==> src/design/afae_cfg.svh <==
// Purpose: Constants for the access fault and address error exception unit.
// Assumes: Included by bare name from the design files.
// Notes:   Offsets are byte addresses on the plain register port.
`ifndef AFAE_CFG_SVH
`define AFAE_CFG_SVH

`define AFAE_VEC_ACCESS     8'h02
`define AFAE_VEC_ADDR_ERR   8'h03
`define AFAE_VEC_SCALE      2
`define AFAE_PST_RUN        4'h0
`define AFAE_PST_EXC        4'hC
`define AFAE_PST_HALT       4'h5
`define AFAE_SW_TRACE_HIGH  15
`define AFAE_SW_TRACE_LOW   14
`define AFAE_SW_SUPER       13
`define AFAE_OFF_VBP        8'h00
`define AFAE_OFF_STATUS     8'h04
`define AFAE_OFF_FRAME_PC   8'h08
`define AFAE_OFF_FRAME_SW   8'h0C
`define AFAE_OFF_FRAME_ADDR 8'h10
`define AFAE_OFF_WB0        8'h14
`define AFAE_OFF_WB1        8'h18
`define AFAE_OFF_WB2        8'h1C
`define AFAE_RST_VBP        32'h0000_0000
`define AFAE_SYNC_STAGES    2

`endif

==> src/design/afae_pkg.sv <==
// Purpose: Types shared by the exception unit files.
// Assumes: Constants live in afae_cfg.svh.
// Notes:   Sequencer states follow a Gray path from idle to vector fetch.
package afae_pkg;

  typedef enum logic [2:0] {
    AFAE_IDLE  = 3'h0,
    AFAE_DRAIN = 3'h1,
    AFAE_SAVE  = 3'h3,
    AFAE_STACK = 3'h2,
    AFAE_VECT  = 3'h6,
    AFAE_HALT  = 3'h4
  } afae_state_t;

  typedef enum logic [1:0] {
    AFAE_KIND_WRITE = 2'h0,
    AFAE_KIND_READ  = 2'h1,
    AFAE_KIND_LINE  = 2'h2,
    AFAE_KIND_FETCH = 2'h3
  } afae_kind_t;

  typedef enum logic [1:0] {
    AFAE_CAUSE_DATA  = 2'h0,
    AFAE_CAUSE_FETCH = 2'h1,
    AFAE_CAUSE_ADDR  = 2'h2
  } afae_cause_t;

endpackage

==> src/design/afae_sync.sv <==
// Purpose: Two flip-flop synchroniser for a level from outside the clock domain.
// Assumes: Synchronous active-low reset.
// Notes:   The first stage feeds only the second stage.
`timescale 1ns/1ps
`include "afae_cfg.svh"
module afae_sync
#(
  parameter int STAGES = `AFAE_SYNC_STAGES
)
(
  input  wire logic mclk,
  input  wire logic nrst,
  input  wire logic async_in,
  output logic      sync_out
);
  logic [STAGES-1:0] chain;

  initial
  begin
    if (STAGES < 2)
    begin
      $error("afae_sync needs at least two stages");
    end
  end

  always_ff @(posedge mclk)
  begin
    if (!nrst)
    begin
      chain <= '0;
    end
    else
    begin
      chain <= {chain[STAGES-2:0], async_in};
    end
  end

  assign sync_out = chain[STAGES-1];
endmodule

==> src/design/afae_unit.sv <==
// Purpose: Detects, defers, prioritises and sequences access fault and address error exceptions.
// Assumes: Core-side inputs are on mclk; transfer_error_ack arrives from a pin.
// Notes:   Overview of operation follows.
// Overview of operation
// [RQ1] External logic aborts a bus cycle by asserting transfer error acknowledge.
// [RQ2] A bus error on a data write always starts exception processing.
// [RQ3] Bus errors on single reads or first line beat start processing.
// [RQ4] Later line beat errors abort; fault only if that long word is needed.
// [RQ5] Prefetch errors wait until used; change of flow discards them.
// [RQ6] External and internal faults share handling; a frame bit tells them apart.
// [RQ7] Data faults freeze pipeline, cancel instruction fetches, keep pending writes.
// [RQ8] Translation faults on write protected, supervisor only or nonresident pages.
// [RQ9] Translation miss searches tables; retry faults only on invalid descriptor or error.
// [RQ10] All stages idle first, then only the highest priority exception is taken.
// [RQ11] Faults wait for earlier instructions; their exception drops the pending fault.
// [RQ12] A dropped prefetch is reissued and faults again if still bad.
// [RQ13] Data faults wait for an in-progress prefetch cycle to finish.
// [RQ14] Save state word, enter supervisor, clear both trace bits, vector 2.
// [RQ15] Frame holds offset, logical PC, saved state word, fault address, write-backs.
// [RQ16] Up to three pending write-backs are recorded for software to finish.
// [RQ17] Fault during exception processing or state reload halts with status 5.
// [RQ18] Halted device leaves memory alone until external reset.
// [RQ19] Odd prefetch address raises address error without any bus cycle.
// [RQ20] Address error waits for executing instructions and defers to their exception.
// [RQ21] Address error follows the same sequence with vector 3.
// [RQ22] Address error frame holds instruction address and target with low bit cleared.
// [RQ23] Vector offset is the vector number times four.
// [RQ24] Handler address is read at vector base plus offset, supervisor data access.
//
// Decided for this implementation: the placing of the registers and the strobed register port.
`timescale 1ns/1ps
`include "afae_cfg.svh"
module afae_unit
#(
  parameter int AW = 32,
  parameter int DW = 32
)
(
  input  wire logic          mclk,
  input  wire logic          nrst,
  input  wire logic [7:0]    reg_addr,
  input  wire logic [31:0]   reg_wdata,
  input  wire logic          reg_wr,
  input  wire logic          reg_rd,
  output logic      [31:0]   reg_rdata,
  input  wire logic          transfer_error_ack,
  input  wire logic          bus_term,
  input  wire logic [1:0]    bus_kind,
  input  wire logic [1:0]    bus_beat,
  input  wire logic [3:0]    eu_need_beat,
  input  wire logic [AW-1:0] bus_addr,
  input  wire logic          prefetch_busy,
  input  wire logic          xlat_valid,
  input  wire logic          xlat_fetch,
  input  wire logic          xlat_write,
  input  wire logic          xlat_super,
  input  wire logic          xlat_hit,
  input  wire logic          xlat_retry,
  input  wire logic          page_wp,
  input  wire logic          page_super_only,
  input  wire logic          page_resident,
  input  wire logic [AW-1:0] xlat_addr,
  input  wire logic          walk_done,
  input  wire logic          walk_invalid,
  input  wire logic          walk_tea,
  input  wire logic          prefetch_req,
  input  wire logic [AW-1:0] prefetch_addr,
  input  wire logic          fetch_used,
  input  wire logic          change_of_flow,
  input  wire logic [AW-1:0] pc_logical,
  input  wire logic          pipe_idle,
  input  wire logic          earlier_done,
  input  wire logic          earlier_exc,
  input  wire logic [15:0]   processor_state_word,
  input  wire logic [2:0]    wb_valid,
  input  wire logic [DW-1:0] wb_data0,
  input  wire logic [DW-1:0] wb_data1,
  input  wire logic [DW-1:0] wb_data2,
  input  wire logic          stack_done,
  input  wire logic          vec_done,
  input  wire logic          exc_addr_err,
  input  wire logic          rte_reload,
  input  wire logic          reset_exc_active,
  output logic               prefetch_issue,
  output logic               line_abort,
  output logic               walk_start,
  output logic               freeze_pipe,
  output logic               cancel_icache,
  output logic               hold_writes,
  output logic               reissue_prefetch,
  output logic [15:0]        next_state_word,
  output logic               stack_req,
  output logic               vec_fetch_req,
  output logic [31:0]        vec_fetch_addr,
  output logic               vec_fetch_super,
  output logic               mem_inhibit,
  output logic [3:0]         processor_status_code
);
  logic                tea_s;
  afae_pkg::afae_state_t state;
  afae_pkg::afae_state_t next_state;
  afae_pkg::afae_cause_t cause;
  logic                cause_ext;
  logic [AW-1:0]       cause_addr;
  logic                pend_fetch;
  logic                pend_fetch_ext;
  logic [AW-1:0]       pend_fetch_addr;
  logic                pend_addr;
  logic [AW-1:0]       pend_addr_val;
  logic                walk_bad;
  logic [31:0]         vbp;
  logic [7:0]          frame_vec;
  logic [AW-1:0]       frame_pc;
  logic [15:0]         frame_sw;
  logic [AW-1:0]       frame_addr;
  logic                frame_ext;
  logic [2:0]          frame_wbv;
  logic [DW-1:0]       frame_wb [3];
  logic                ext_data_fault;
  logic                ext_fetch_fault;
  logic                int_fault;
  logic                data_fault;
  logic                odd_fetch;
  logic                take_fetch;
  logic                double_fault;
  logic                in_exc;

  initial
  begin
    if (AW > 32 || DW > 32 || AW < 2)
    begin
      $error("afae_unit serves address and data widths of 2 to 32 bits");
    end
  end

  afae_sync u_tea_sync
  (
    .mclk     (mclk),
    .nrst     (nrst),
    .async_in (transfer_error_ack),
    .sync_out (tea_s)
  );

  // External faults are terminations with error acknowledge.  (see [RQ1])
  assign ext_data_fault = tea_s && bus_term &&
                          (bus_kind == afae_pkg::AFAE_KIND_WRITE ||   // see [RQ2]
                           bus_kind == afae_pkg::AFAE_KIND_READ ||    // see [RQ3]
                           (bus_kind == afae_pkg::AFAE_KIND_LINE &&
                            (bus_beat == 2'h0 || eu_need_beat[bus_beat])));  // see [RQ4]
  assign ext_fetch_fault = tea_s && bus_term && bus_kind == afae_pkg::AFAE_KIND_FETCH;
  // Protection faults on a hit, or a failed table search caught at the retry.
  assign int_fault = xlat_valid &&
                     ((xlat_hit && (xlat_write && page_wp || !xlat_super && page_super_only ||
                                    !page_resident)) ||                 // see [RQ8]
                      (xlat_retry && walk_bad));                         // see [RQ9]
  assign data_fault = ext_data_fault || (int_fault && !xlat_fetch);      // see [RQ6]
  assign odd_fetch = prefetch_req && prefetch_addr[0];
  assign take_fetch = pend_fetch && fetch_used;
  assign in_exc = state == afae_pkg::AFAE_SAVE || state == afae_pkg::AFAE_STACK ||
                  state == afae_pkg::AFAE_VECT;
  assign double_fault = ((in_exc || reset_exc_active) && (tea_s && bus_term || exc_addr_err))
                        || (rte_reload && tea_s && bus_term);           // see [RQ17]

  // Table search result is kept until the retried access consumes it.
  always_ff @(posedge mclk)
  begin
    if (!nrst)
    begin
      walk_bad <= 1'b0;
      walk_start <= 1'b0;
    end
    else
    begin
      walk_start <= xlat_valid && !xlat_hit && !xlat_retry;             // see [RQ9]
      if (walk_done)
      begin
        walk_bad <= walk_invalid || walk_tea;
      end
      else if (xlat_valid && xlat_retry)
      begin
        walk_bad <= 1'b0;
      end
    end
  end

  // Prefetch faults stay pending until used; a new fault wins over a flow change.
  always_ff @(posedge mclk)
  begin
    if (!nrst)
    begin
      pend_fetch <= 1'b0;
      pend_fetch_ext <= 1'b0;
      pend_fetch_addr <= '0;
    end
    else if (ext_fetch_fault || (int_fault && xlat_fetch))
    begin
      pend_fetch <= 1'b1;                                                // see [RQ5]
      pend_fetch_ext <= ext_fetch_fault;
      pend_fetch_addr <= ext_fetch_fault ? bus_addr : xlat_addr;
    end
    else if (change_of_flow || (take_fetch && state == afae_pkg::AFAE_IDLE && !data_fault))
    begin
      pend_fetch <= 1'b0;                                                // see [RQ5]
    end
  end

  // Odd prefetch targets never reach the bus.
  always_ff @(posedge mclk)
  begin
    if (!nrst)
    begin
      prefetch_issue <= 1'b0;
      pend_addr <= 1'b0;
      pend_addr_val <= '0;
    end
    else
    begin
      prefetch_issue <= prefetch_req && !prefetch_addr[0] && state != afae_pkg::AFAE_HALT;
      if (odd_fetch)
      begin
        pend_addr <= 1'b1;                                               // see [RQ19]
        pend_addr_val <= prefetch_addr;
      end
      else if (state == afae_pkg::AFAE_IDLE && !data_fault && !take_fetch)
      begin
        pend_addr <= 1'b0;
      end
    end
  end

  always_ff @(posedge mclk)
  begin
    if (!nrst)
    begin
      line_abort <= 1'b0;
    end
    else
    begin
      line_abort <= tea_s && bus_term && bus_kind == afae_pkg::AFAE_KIND_LINE;  // see [RQ4]
    end
  end

  always_comb
  begin
    next_state = state;
    case (state)
      afae_pkg::AFAE_IDLE:
      begin
        if (data_fault || take_fetch || pend_addr)
        begin
          next_state = afae_pkg::AFAE_DRAIN;
        end
      end
      afae_pkg::AFAE_DRAIN:
      begin
        if (earlier_exc)
        begin
          next_state = afae_pkg::AFAE_IDLE;                              // see [RQ11]
        end
        else if (pipe_idle && earlier_done && !prefetch_busy)  // see [RQ13]
        begin
          next_state = afae_pkg::AFAE_SAVE;                              // see [RQ10]
        end
      end
      afae_pkg::AFAE_SAVE:
      begin
        next_state = double_fault ? afae_pkg::AFAE_HALT : afae_pkg::AFAE_STACK;
      end
      afae_pkg::AFAE_STACK:
      begin
        if (double_fault)
        begin
          next_state = afae_pkg::AFAE_HALT;
        end
        else if (stack_done)
        begin
          next_state = afae_pkg::AFAE_VECT;
        end
      end
      afae_pkg::AFAE_VECT:
      begin
        if (double_fault)
        begin
          next_state = afae_pkg::AFAE_HALT;
        end
        else if (vec_done)
        begin
          next_state = afae_pkg::AFAE_IDLE;
        end
      end
      afae_pkg::AFAE_HALT:
      begin
        next_state = afae_pkg::AFAE_HALT;                                // see [RQ18]
      end
      default:
      begin
        next_state = afae_pkg::AFAE_IDLE;
      end
    endcase
    if (state != afae_pkg::AFAE_HALT && double_fault)
    begin
      next_state = afae_pkg::AFAE_HALT;
    end
  end

  always_ff @(posedge mclk)
  begin
    if (!nrst)
    begin
      state <= afae_pkg::AFAE_IDLE;
    end
    else
    begin
      state <= next_state;
    end
  end

  // Only the highest priority cause is kept; the rest stay pending in pend_fetch and pend_addr.
  always_ff @(posedge mclk)
  begin
    if (!nrst)
    begin
      cause <= afae_pkg::AFAE_CAUSE_DATA;
      cause_ext <= 1'b0;
      cause_addr <= '0;
    end
    else if (state == afae_pkg::AFAE_IDLE)
    begin
      if (data_fault)
      begin
        cause <= afae_pkg::AFAE_CAUSE_DATA;                              // see [RQ10]
        cause_ext <= ext_data_fault;
        cause_addr <= ext_data_fault ? bus_addr : xlat_addr;
      end
      else if (take_fetch)
      begin
        cause <= afae_pkg::AFAE_CAUSE_FETCH;
        cause_ext <= pend_fetch_ext;
        cause_addr <= pend_fetch_addr;
      end
      else if (pend_addr)
      begin
        cause <= afae_pkg::AFAE_CAUSE_ADDR;                              // see [RQ20]
        cause_ext <= 1'b0;
        cause_addr <= {pend_addr_val[AW-1:1], 1'b0};                     // see [RQ22]
      end
    end
  end

  // Pipeline control while an exception is outstanding; the icache is cancelled for a data cause only.
  always_ff @(posedge mclk)
  begin
    if (!nrst)
    begin
      freeze_pipe <= 1'b0;
      cancel_icache <= 1'b0;
      hold_writes <= 1'b0;
      reissue_prefetch <= 1'b0;
    end
    else
    begin
      freeze_pipe <= next_state != afae_pkg::AFAE_IDLE;                  // see [RQ7]
      cancel_icache <= next_state != afae_pkg::AFAE_IDLE &&
                       (state == afae_pkg::AFAE_IDLE ? data_fault :
                        cause == afae_pkg::AFAE_CAUSE_DATA);             // see [RQ7]
      hold_writes <= next_state != afae_pkg::AFAE_IDLE &&
                     next_state != afae_pkg::AFAE_HALT;                  // see [RQ7]
      reissue_prefetch <= state == afae_pkg::AFAE_DRAIN && earlier_exc &&
                          cause == afae_pkg::AFAE_CAUSE_FETCH;           // see [RQ12]
    end
  end

  // Frame capture once every stage has gone idle.
  always_ff @(posedge mclk)
  begin
    if (!nrst)
    begin
      frame_vec <= 8'h00;
      frame_pc <= '0;
      frame_sw <= 16'h0000;
      frame_addr <= '0;
      frame_ext <= 1'b0;
      frame_wbv <= 3'h0;
      frame_wb <= '{default: '0};
    end
    else if (state == afae_pkg::AFAE_DRAIN && next_state == afae_pkg::AFAE_SAVE)
    begin
      frame_vec <= cause == afae_pkg::AFAE_CAUSE_ADDR ? `AFAE_VEC_ADDR_ERR :  // see [RQ21]
                   `AFAE_VEC_ACCESS;                                     // see [RQ14]
      frame_pc <= pc_logical;                                            // see [RQ15]
      frame_sw <= processor_state_word;                                  // see [RQ14]
      frame_addr <= cause_addr;
      frame_ext <= cause_ext;                                            // see [RQ6]
      frame_wbv <= wb_valid;                                             // see [RQ16]
      frame_wb <= '{wb_data0, wb_data1, wb_data2};
    end
  end

  // Exception side effects and the vector fetch.
  always_ff @(posedge mclk)
  begin
    if (!nrst)
    begin
      next_state_word <= 16'h0000;
      stack_req <= 1'b0;
      vec_fetch_req <= 1'b0;
      vec_fetch_addr <= 32'h0000_0000;
      vec_fetch_super <= 1'b0;
      mem_inhibit <= 1'b0;
      processor_status_code <= `AFAE_PST_RUN;
    end
    else
    begin
      if (state == afae_pkg::AFAE_SAVE)
      begin
        next_state_word <= frame_sw;
        next_state_word[`AFAE_SW_SUPER] <= 1'b1;                         // see [RQ14]
        next_state_word[`AFAE_SW_TRACE_HIGH] <= 1'b0;
        next_state_word[`AFAE_SW_TRACE_LOW] <= 1'b0;
        vec_fetch_addr <= vbp + ({24'h000000, frame_vec} << `AFAE_VEC_SCALE);  // see [RQ23]
      end
      stack_req <= next_state == afae_pkg::AFAE_STACK;                   // see [RQ15]
      vec_fetch_req <= next_state == afae_pkg::AFAE_VECT;                // see [RQ24]
      vec_fetch_super <= next_state == afae_pkg::AFAE_VECT;
      mem_inhibit <= next_state == afae_pkg::AFAE_HALT;                  // see [RQ18]
      processor_status_code <= next_state == afae_pkg::AFAE_HALT ? `AFAE_PST_HALT :
                               next_state == afae_pkg::AFAE_IDLE ? `AFAE_PST_RUN :
                               `AFAE_PST_EXC;                            // see [RQ17]
    end
  end

  // Register port: vector base is writable, frame and status are read back.
  always_ff @(posedge mclk)
  begin
    if (!nrst)
    begin
      vbp <= `AFAE_RST_VBP;
    end
    else if (reg_wr && reg_addr == `AFAE_OFF_VBP)
    begin
      vbp <= {reg_wdata[31:2], 2'b00};
    end
  end

  always_ff @(posedge mclk)
  begin
    if (!nrst)
    begin
      reg_rdata <= 32'h0000_0000;
    end
    else if (reg_rd)
    begin
      case (reg_addr)
        `AFAE_OFF_VBP:        reg_rdata <= vbp;
        `AFAE_OFF_STATUS:     reg_rdata <= {12'h000, frame_wbv, frame_ext, frame_vec,
                                            1'b0, state, processor_status_code};
        `AFAE_OFF_FRAME_PC:   reg_rdata <= 32'(frame_pc);
        `AFAE_OFF_FRAME_SW:   reg_rdata <= {16'h0000, frame_sw};
        `AFAE_OFF_FRAME_ADDR: reg_rdata <= 32'(frame_addr);
        `AFAE_OFF_WB0:        reg_rdata <= 32'(frame_wb[0]);
        `AFAE_OFF_WB1:        reg_rdata <= 32'(frame_wb[1]);
        `AFAE_OFF_WB2:        reg_rdata <= 32'(frame_wb[2]);
        default:              reg_rdata <= 32'h0000_0000;
      endcase
    end
    else
    begin
      reg_rdata <= 32'h0000_0000;
    end
  end
endmodule

==> config.mk <==
export PLATFORM = sky130hd
export DESIGN_NAME = afae_unit
export DESIGN_NICKNAME = d
export VERILOG_FILES = /design/src/design/afae_pkg.sv /design/src/design/afae_sync.sv /design/src/design/afae_unit.sv
export VERILOG_INCLUDE_DIRS = /design/src /design/src/design
export SDC_FILE = /design/constraint.sdc
export NUM_CORES = 1
export LEC_CHECK = 0
export BUFFER_PORTS_ARGS = -buffer_cell sky130_fd_sc_hd__buf_2
export CORE_MARGIN = 8
export CORE_UTILIZATION = 44
export CTS_CLUSTER_DIAMETER = 100
export DETAILED_ROUTE_END_ITERATION = 8
export GPL_ROUTABILITY_DRIVEN = 0
export GPL_TIMING_DRIVEN = 0
export PLACE_DENSITY = 0.67
export SYNTH_ARGS = -nofsm -noshare
export SYNTH_HDL_FRONTEND = slang
export SYNTH_SLANG_ARGS = --single-unit
==> constraint.sdc <==
create_clock -name mclk -period 2.72 [get_ports mclk]
set_clock_uncertainty 0.1 [all_clocks]
set_input_delay 0.544 -clock mclk [delete_from_list [all_inputs] [get_ports mclk]]
set_output_delay 0.544 -clock mclk [all_outputs]
set_load 0.02 [all_outputs]
==> results of run 1 <==
## power breakdown
group	switching [mW]	internal [mW]	leakage [nW]	total (mW)
combinational	0.721	0.424	4.07	1.15
clock	2.58	3.63	0.743	6.21
sequential	0.108	6.07	3.28	6.18
## state kept, by name (all words and copies together) (netlist names), 14 cells and up
| register | count |
|---|---|
| frame_sw | 16 |
| frame_wb | 96 |
| pend_fetch_addr | 32 |
| cause_addr | 32 |
| frame_pc | 32 |
| vec_fetch_addr | 30 |
| pend_addr_val | 31 |
| reg_rdata | 32 |
| vbp | 30 |
| next_state_word | 14 |
| frame_addr | 32 |
## cell families after synthesis
logic type / Yosys count
XOR/XNOR: 25
AO/OA/AOI/OAI: 800
AND/OR/NAND/NOR: 592
other: 1
buffers and inverters: 235
flip-flops: 406
adder cells (fa/ha/maj): 3
multiplexers: 75
## what timing repair did
action	4_1_cts	5_1_grt
hold endpoints to repair	0	0
hold buffers	0	0
gates resized for setup	0	38
setup endpoints to repair	0	123
## worst max path at each step
stage | from | to | slack, ps | cells after the start
after floorplan | bus_beat[0] | cancel_icache | 500 | 5
after global placement | reg_addr[4] | reg_rdata[9] | -360 | 7
after detailed placement | reg_addr[4] | reg_rdata[9] | -390 | 7
after CTS | state[0] | frame_addr[17] | 20 | 8
after global routing | state[1] | frame_addr[25] | -40 | 9
final | state[2] | frame_vec[0] | 80 | 7
## layer usage
layer | up-vias | global-route usage
met3 | 227 | 0.07753
met2 | 1151 | 0.5102
met4 | 2 | 0.1603
met1 | 8824 | 0.3628
li1 | 8697 | -
met5 | - | 0
## critical path, stage by stage (launching register included)
cell and delay [ps]:
dfxtp_1 370, or4b_4 580, nor3_2 280, o221ai_1 210
buf_2 290, clkbuf_2 240, o21ai_0 310, a21oi_1 100
## cell usage after synthesis (4+ instances only)
master	count	area (µm²)
nand2b_1	4	25.02
a41oi_1	6	52.55
nor4_1	15	93.84
a22oi_1	58	435.4
o31ai_1	33	247.7
o211ai_1	34	255.2
o21ai_1	11	55.05
a31oi_1	47	294.0
a21oi_1	291	1456
and4_1	4	35.03
or2_2	4	25.02
mux2i_1	73	730.7
buf_1	8	30.03
a211oi_1	50	375.4
xnor2_1	19	166.4
xor2_1	6	52.55
clkbuf_1	156	585.6
or3_1	7	43.79
nor3_1	14	70.07
o21ai_0	215	1076
dfxtp_1	406	8128
buf_4	13	97.59
a21o_1	4	30.03
nor2b_1	5	31.28
nand4_1	6	37.54
buf_2	28	140.1
inv_1	11	41.29
a221oi_1	5	43.79
nor3_2	4	40.04
nand3_1	200	1001
nor2_1	83	311.6
nand2_1	224	840.8
o22ai_1	4	25.02
a222oi_1	21	210.2
buf_6	19	214.0
and2_1	8	50.05
## stage by stage
stage / hold WS (ps) / setup TNS [ps] / power [mW]
6_report: 61.26 / 0 / 13.54
3_3_place_gp: 321.1 / -13530 / 7.407
4_1_cts: 40.32 / 0 / 13.55
5_1_grt: 60.04 / -188.4 / 13.94
2_1_floorplan: 311.9 / 0 / 6.842
3_5_place_dp: 346.7 / -19350 / 7.425
## cell type report
class,count,area share
inverter,11,0.001880
clock inverter,23,0.01037
clock buffer,58,0.05713
tap,525,0.02990
sequential,406,0.3700
timing repair buffer,405,0.09227
buffer,224,0.04944
antenna,1,0.0001139
multi-input combinational,1500,0.3889
==> summary.txt, run 1 <==
Worst setup slack after layout - 77.19 ps
Synth Warn # - 0
IO Count - 416
Initial antenna violation count - 2
Inserted Clock Buffers - 44
Pin count of the biggest net entering global routing - 14
First-pass GRT wire length - 112.3 mm
Rows - 73
Clock Latency Late Sink - 590 ps
Register area share after synthesis - 0.4583
DR WL met3 - 7.615 mm
Placed cell areas - 0.02043 mm²
Synth Instances - 2137
Worst hold path class - in2reg
# port buffers - 405
Primary FF master, synth - dfxtp_1
Synth Register Bits - 406
Fraction of registers with async set/reset - 0
Reg2reg end - frame_vec[0]
Endpoints failing setup - 0
1st-iter DRT viols - 2314
WS Path Type - reg2reg
Final Hold Viols - 0
Routed wire length - 76.12 mm
Bufs on Longest Clock Path - 3
Slew @ Worst Pin - 1063 ps
Hold Path End - walk_start
Min Tclk post-route - 2643 ps
Unrepaired setup endpoints after global routing - yes
Dpl ws - -385.3 ps
Clock root cell - clkbuf_16
H-tree Lvls - 2
GRT Overall Usage - 0.3067
Cell area after layout - 0.02197 mm²
Worst R2R Setup Slack - 80 ps
Finished Core Util - 0.5529
Critical Path Source Type - flip-flop
Area of the multi-input gates - 0.008543 mm²
Clock sinks - 406
Slew HR - 0.2915
Syn avg cell area - 8.299 µm²
Main combinational cell family by area after synthesis - compound AO/OA/AOI/OAI gates
Fmax - 378.4 MHz
Vias per inst - 5.995
Top sig layer - met5
Hold path depth - 2
Register area - 0.008128 mm²
Leakage - 8.096 nW
Synth cell types - 62
Compound-cell area share of the yosys netlist - 0.2682
Post-DRT Antenna Nets - 0
R2R Path Start - state[2]
GRT Residual Overflow - 0
Post-CTS setup buffer count - 0
Max Slew Vio Count - 0
Synth Area in Adders - 0.002540
Commonest non-fill, non-tap cell in the layout - buf_2
# DRC - 0
Fill cells - 3742
First-pass detailed-route iteration total - 9
Most frequent cells in the layout - 433 x buf_2, 406 x dfxtp_1, 291 x a21oi_1, 223 x nand2_1, 215 x o21ai_0
Hold_sp - xlat_hit
DR WL/cell - 24.14 µm
Max-cap violations - 0
Post-synth EDFFs - 0
Die height - 216.8 µm
Clock transition at the registers of the reported paths - 60 ps
R2R depth - 7
Crit end category - flip-flop
Peak VDD IR - 0.0004605 V
Synth-to-layout area growth - 23.87%
Area of the core - 0.03973 mm²
Met2 wire len - 35.15 mm
Status - finished, final reports clean
Multiplexer share of the synthesized area - 0.04247
Final std cells w/o fill - 3153
Initial core utilization - 0.4464
Synthesized cell area - 0.01773 mm²
Post-synthesis xor/xnor area fraction - 0.01235
Metal-1 WL - 28.99 mm
Share of cells above drive strength 1 - 0.2212
# placed instances - 3071
PD cells - 616.2 mW/mm²
Synth Area in Simple Gates - 0.1534
CTS tree - done
Critical Path AT - 2960 ps
Vias in the first global route - 18704
Die area - 0.04698 mm²
Tcrit/Tclk final - 0.9716
CP max FO - 10
Die width - 216.8 µm
HPWL Detailed - 60.13 mm
Via Count - 18901
Req. time, crit path - 3040 ps
Fin nets - 2916
Power figures use the tool's default switching activity.
==> run 2: changes to the inputs <==
--- a/config.mk
+++ b/config.mk
@@ -7,12 +7,13 @@
 export NUM_CORES = 1
 export LEC_CHECK = 0
 export BUFFER_PORTS_ARGS = -buffer_cell sky130_fd_sc_hd__buf_2
+export CORE_ASPECT_RATIO = 1.75
 export CORE_MARGIN = 8
 export CORE_UTILIZATION = 44
 export CTS_CLUSTER_DIAMETER = 100
 export DETAILED_ROUTE_END_ITERATION = 8
 export GPL_ROUTABILITY_DRIVEN = 0
-export GPL_TIMING_DRIVEN = 0
+export GPL_TIMING_DRIVEN = 1
 export PLACE_DENSITY = 0.67
 export SYNTH_ARGS = -nofsm -noshare
 export SYNTH_HDL_FRONTEND = slang
==> run 2 against run 1 <==
Against the previous run: hold slack gained 37 ps; highest routed layer unchanged; critical endpoint is now vec_fetch_addr[24]; maximum frequency increased by 5.8%; wire length down 12%; sequential share of layout area is 0.25 points higher; largest power group is now registers; via count shrank 5.5%.
==> summary.txt, run 2 (synthesis results as in run 1) <==
Initial antenna violation count - 18 (+16)
HPWL Detailed - 50.10 mm (-17%)
Combinational power share - 0.085 (about the same)
Tot Pwr - 12.99 mW (-4.1%)
Die width - 167.8 µm (-23%)
Req. time, crit path - 3010 ps (-30 ps)
PD cells - 595.2 mW/mm² (-3.4%)
Fill cells - 3737 (-0.13%)
Part of the power in registers - 0.474 (+0.017)
First-pass GRT wire length - 102.0 mm (-9.1%)
R2R depth - 7 (unchanged)
Leakage - 8.110 nW (+0.17%)
Critical path depth in cells - 7 (unchanged)
Final std cells w/o fill - 3012 (-4.5%)
H-tree Lvls - 2 (unchanged)
Status - finished, final reports clean
Max-cap violations - 0 (unchanged)
Reg2reg end - vec_fetch_addr[24]
Inserted Clock Buffers - 39 (-11%)
Setup tns final - 0 ps (unchanged)
# port buffers - 407 (+0.49%)
Slew @ Worst Pin - 723.2 ps (-339.6 ps)
# placed instances - 2925 (-4.8%)
Hold Buf Count CTS - 0 (unchanged)
Final Hold Viols - 0 (unchanged)
Area of the multi-input gates - 0.008597 mm² (+0.63%)
Clock Latency Late Sink - 540 ps (-50 ps)
Endpoints failing setup - 0 (unchanged)
Vias per inst - 5.930 (-1.1%)
CTS tree - done
DR WL/cell - 22.33 µm (-7.5%)
Via Count - 17861 (-5.5%)
Post-CTS setup buffer count - 0 (unchanged)
Initial core utilization - 0.4441 (-0.002210)
CP top delay family - simple AND/OR/NAND/NOR gates
Share of cells above drive strength 1 - 0.2439 (+0.02274)
Unrepaired setup endpoints after global routing - no
Sw frac - 0.2465 (-0.005058)
Clock power frac - 0.440 (-0.019)
1st-iter DRT viols - 1457 (-37%)
Clock sinks - 406 (unchanged)
Crit-path cells - inv_1, fa_1, and4b_1, nand2_1, nor4_1, xnor2_1, a21oi_1
Synth-to-layout area growth - 23.04%
Fin nets - 2795 (-4.1%)
Area of the core - 0.03993 mm² (+0.50%)
Worst R2R Setup Slack - 220 ps (+150 ps)
WS Path Type - reg2reg
Tcrit/Tclk final - 0.9180 (-0.05366)
Crit end category - flip-flop
Routed wire length - 67.25 mm (-12%)
Bufs on Longest Clock Path - 3 (unchanged)
Dpl ws - 98.68 ps (+483.9 ps)
Worst setup startpoint - frame_vec[1]
Clock root cell - clkbuf_16
Clock transition at the registers of the reported paths - 70 ps (about the same)
Critical Path Slowest Stage Cell - dfxtp_1
Top reg by flops - frame_wb
GRT Residual Overflow - 0 (unchanged)
Die height - 281.6 µm (+30%)
CP max FO - 7 (-3)
Crit path to - vec_fetch_addr[24]
Hold slack - 97.83 ps (+36.57 ps)
Commonest non-fill, non-tap cell in the layout - buf_2
IO Count - 416 (unchanged)
Vias in the first global route - 17823 (-4.7%)
R2R Path Start - frame_vec[1]
Max Slew Vio Count - 0 (unchanged)
WP buf/inv - 1 (-1)
Pin count of the biggest net entering global routing - 114 (+100)
P_int - 9.786 mW (-3.4%)
Worst setup slack after layout - 223.1 ps (+146.0 ps)
Worst hold path class - in2reg
Fmax - 400.5 MHz (+5.8%)
First-pass detailed-route iteration total - 7 (-2)
Register area - 0.008128 mm² (unchanged)
Largest register FFs - 96 (unchanged)
Crit path largest cell delay - 450 ps (-130 ps)
Peak VDD IR - 0.0005012 V (+8.9%)
Die area - 0.04724 mm² (+0.54%)
Min Tclk post-route - 2497 ps (-146.0 ps)
GRT Overall Usage - 0.2705 (-0.03615)
Rows - 97 (+33%)
Critical Path AT - 2780 ps (-180 ps)
Critical Path Source Type - flip-flop
Post-DRT Antenna Nets - 0 (unchanged)
Post-cts resize count - 0 (unchanged)
Most frequent cells in the layout - 407 x buf_2, 406 x dfxtp_1, 291 x a21oi_1, 224 x nand2_1, 215 x o21ai_0
# DRC - 0 (unchanged)
Slew HR - 0.5179 (+0.2264)
Net switching power - 3.201 mW (-6.0%)
## run 2: cell count changes in the layout (fill, tap and decap cells not counted), sizes merged
cell / before / now
clkbuf: 213 / 49
buf: 474 / 513
diode: 1 / 16
clkinv: 15 / 13
clkinvlp: 2 / 3
## run 2: area by class of cell
cell class	count	area share
sequential	406	0.3725
multi-input combinational	1500	0.3940
timing repair buffer	513	0.1401
clock inverter	22	0.01067
inverter	11	0.002236
clock buffer	49	0.05023
tap	495	0.02838
antenna	16	0.001835
## run 2: power groups by stage
stage | sequential, mW | clock (mW) | combinational, mW
3_5_place_dp | 6.29 | 0 | 1.10
2_1_floorplan | 6.27 | 0 | 0.577
3_3_place_gp | 6.29 | 0 | 1.08
6_report | 6.16 | 5.72 | 1.11
5_1_grt | 6.17 | 6.02 | 1.20
4_1_cts | 6.16 | 5.78 | 1.10
## run 2: worst min-delay path by stage
| stage | start | to | slack (ps) | depth (start not counted) |
|---|---|---|---|---|
| CTS | xlat_retry | walk_start | 70 | 2 |
| detailed placement | u_tea_sync.chain[0] | u_tea_sync.chain[1] | 340 | 1 |
| global placement | u_tea_sync.chain[0] | u_tea_sync.chain[1] | 340 | 1 |
| finish | xlat_retry | walk_start | 100 | 2 |
| global route | xlat_hit | walk_start | 90 | 2 |
| floorplan | u_tea_sync.chain[0] | u_tea_sync.chain[1] | 310 | 1 |
## run 2: through the flow
stage               utilization  instance area (µm²)
floorplan                     -                17750
global placement         0.5122                20450
detailed placement       0.5122                20450
CTS                      0.5455                21780
global route             0.5463                21810
finish                   0.5465                21820
## run 2: routing by layer
metal  vias to the layer above  GRT usage  wire (µm)
li1                       8445          -          -
met1                      8516     0.2999      25370
met2                       744     0.4886      34730
met3                       152    0.04877       4194
met4                         4     0.1365       2922
met5                         -          0         27
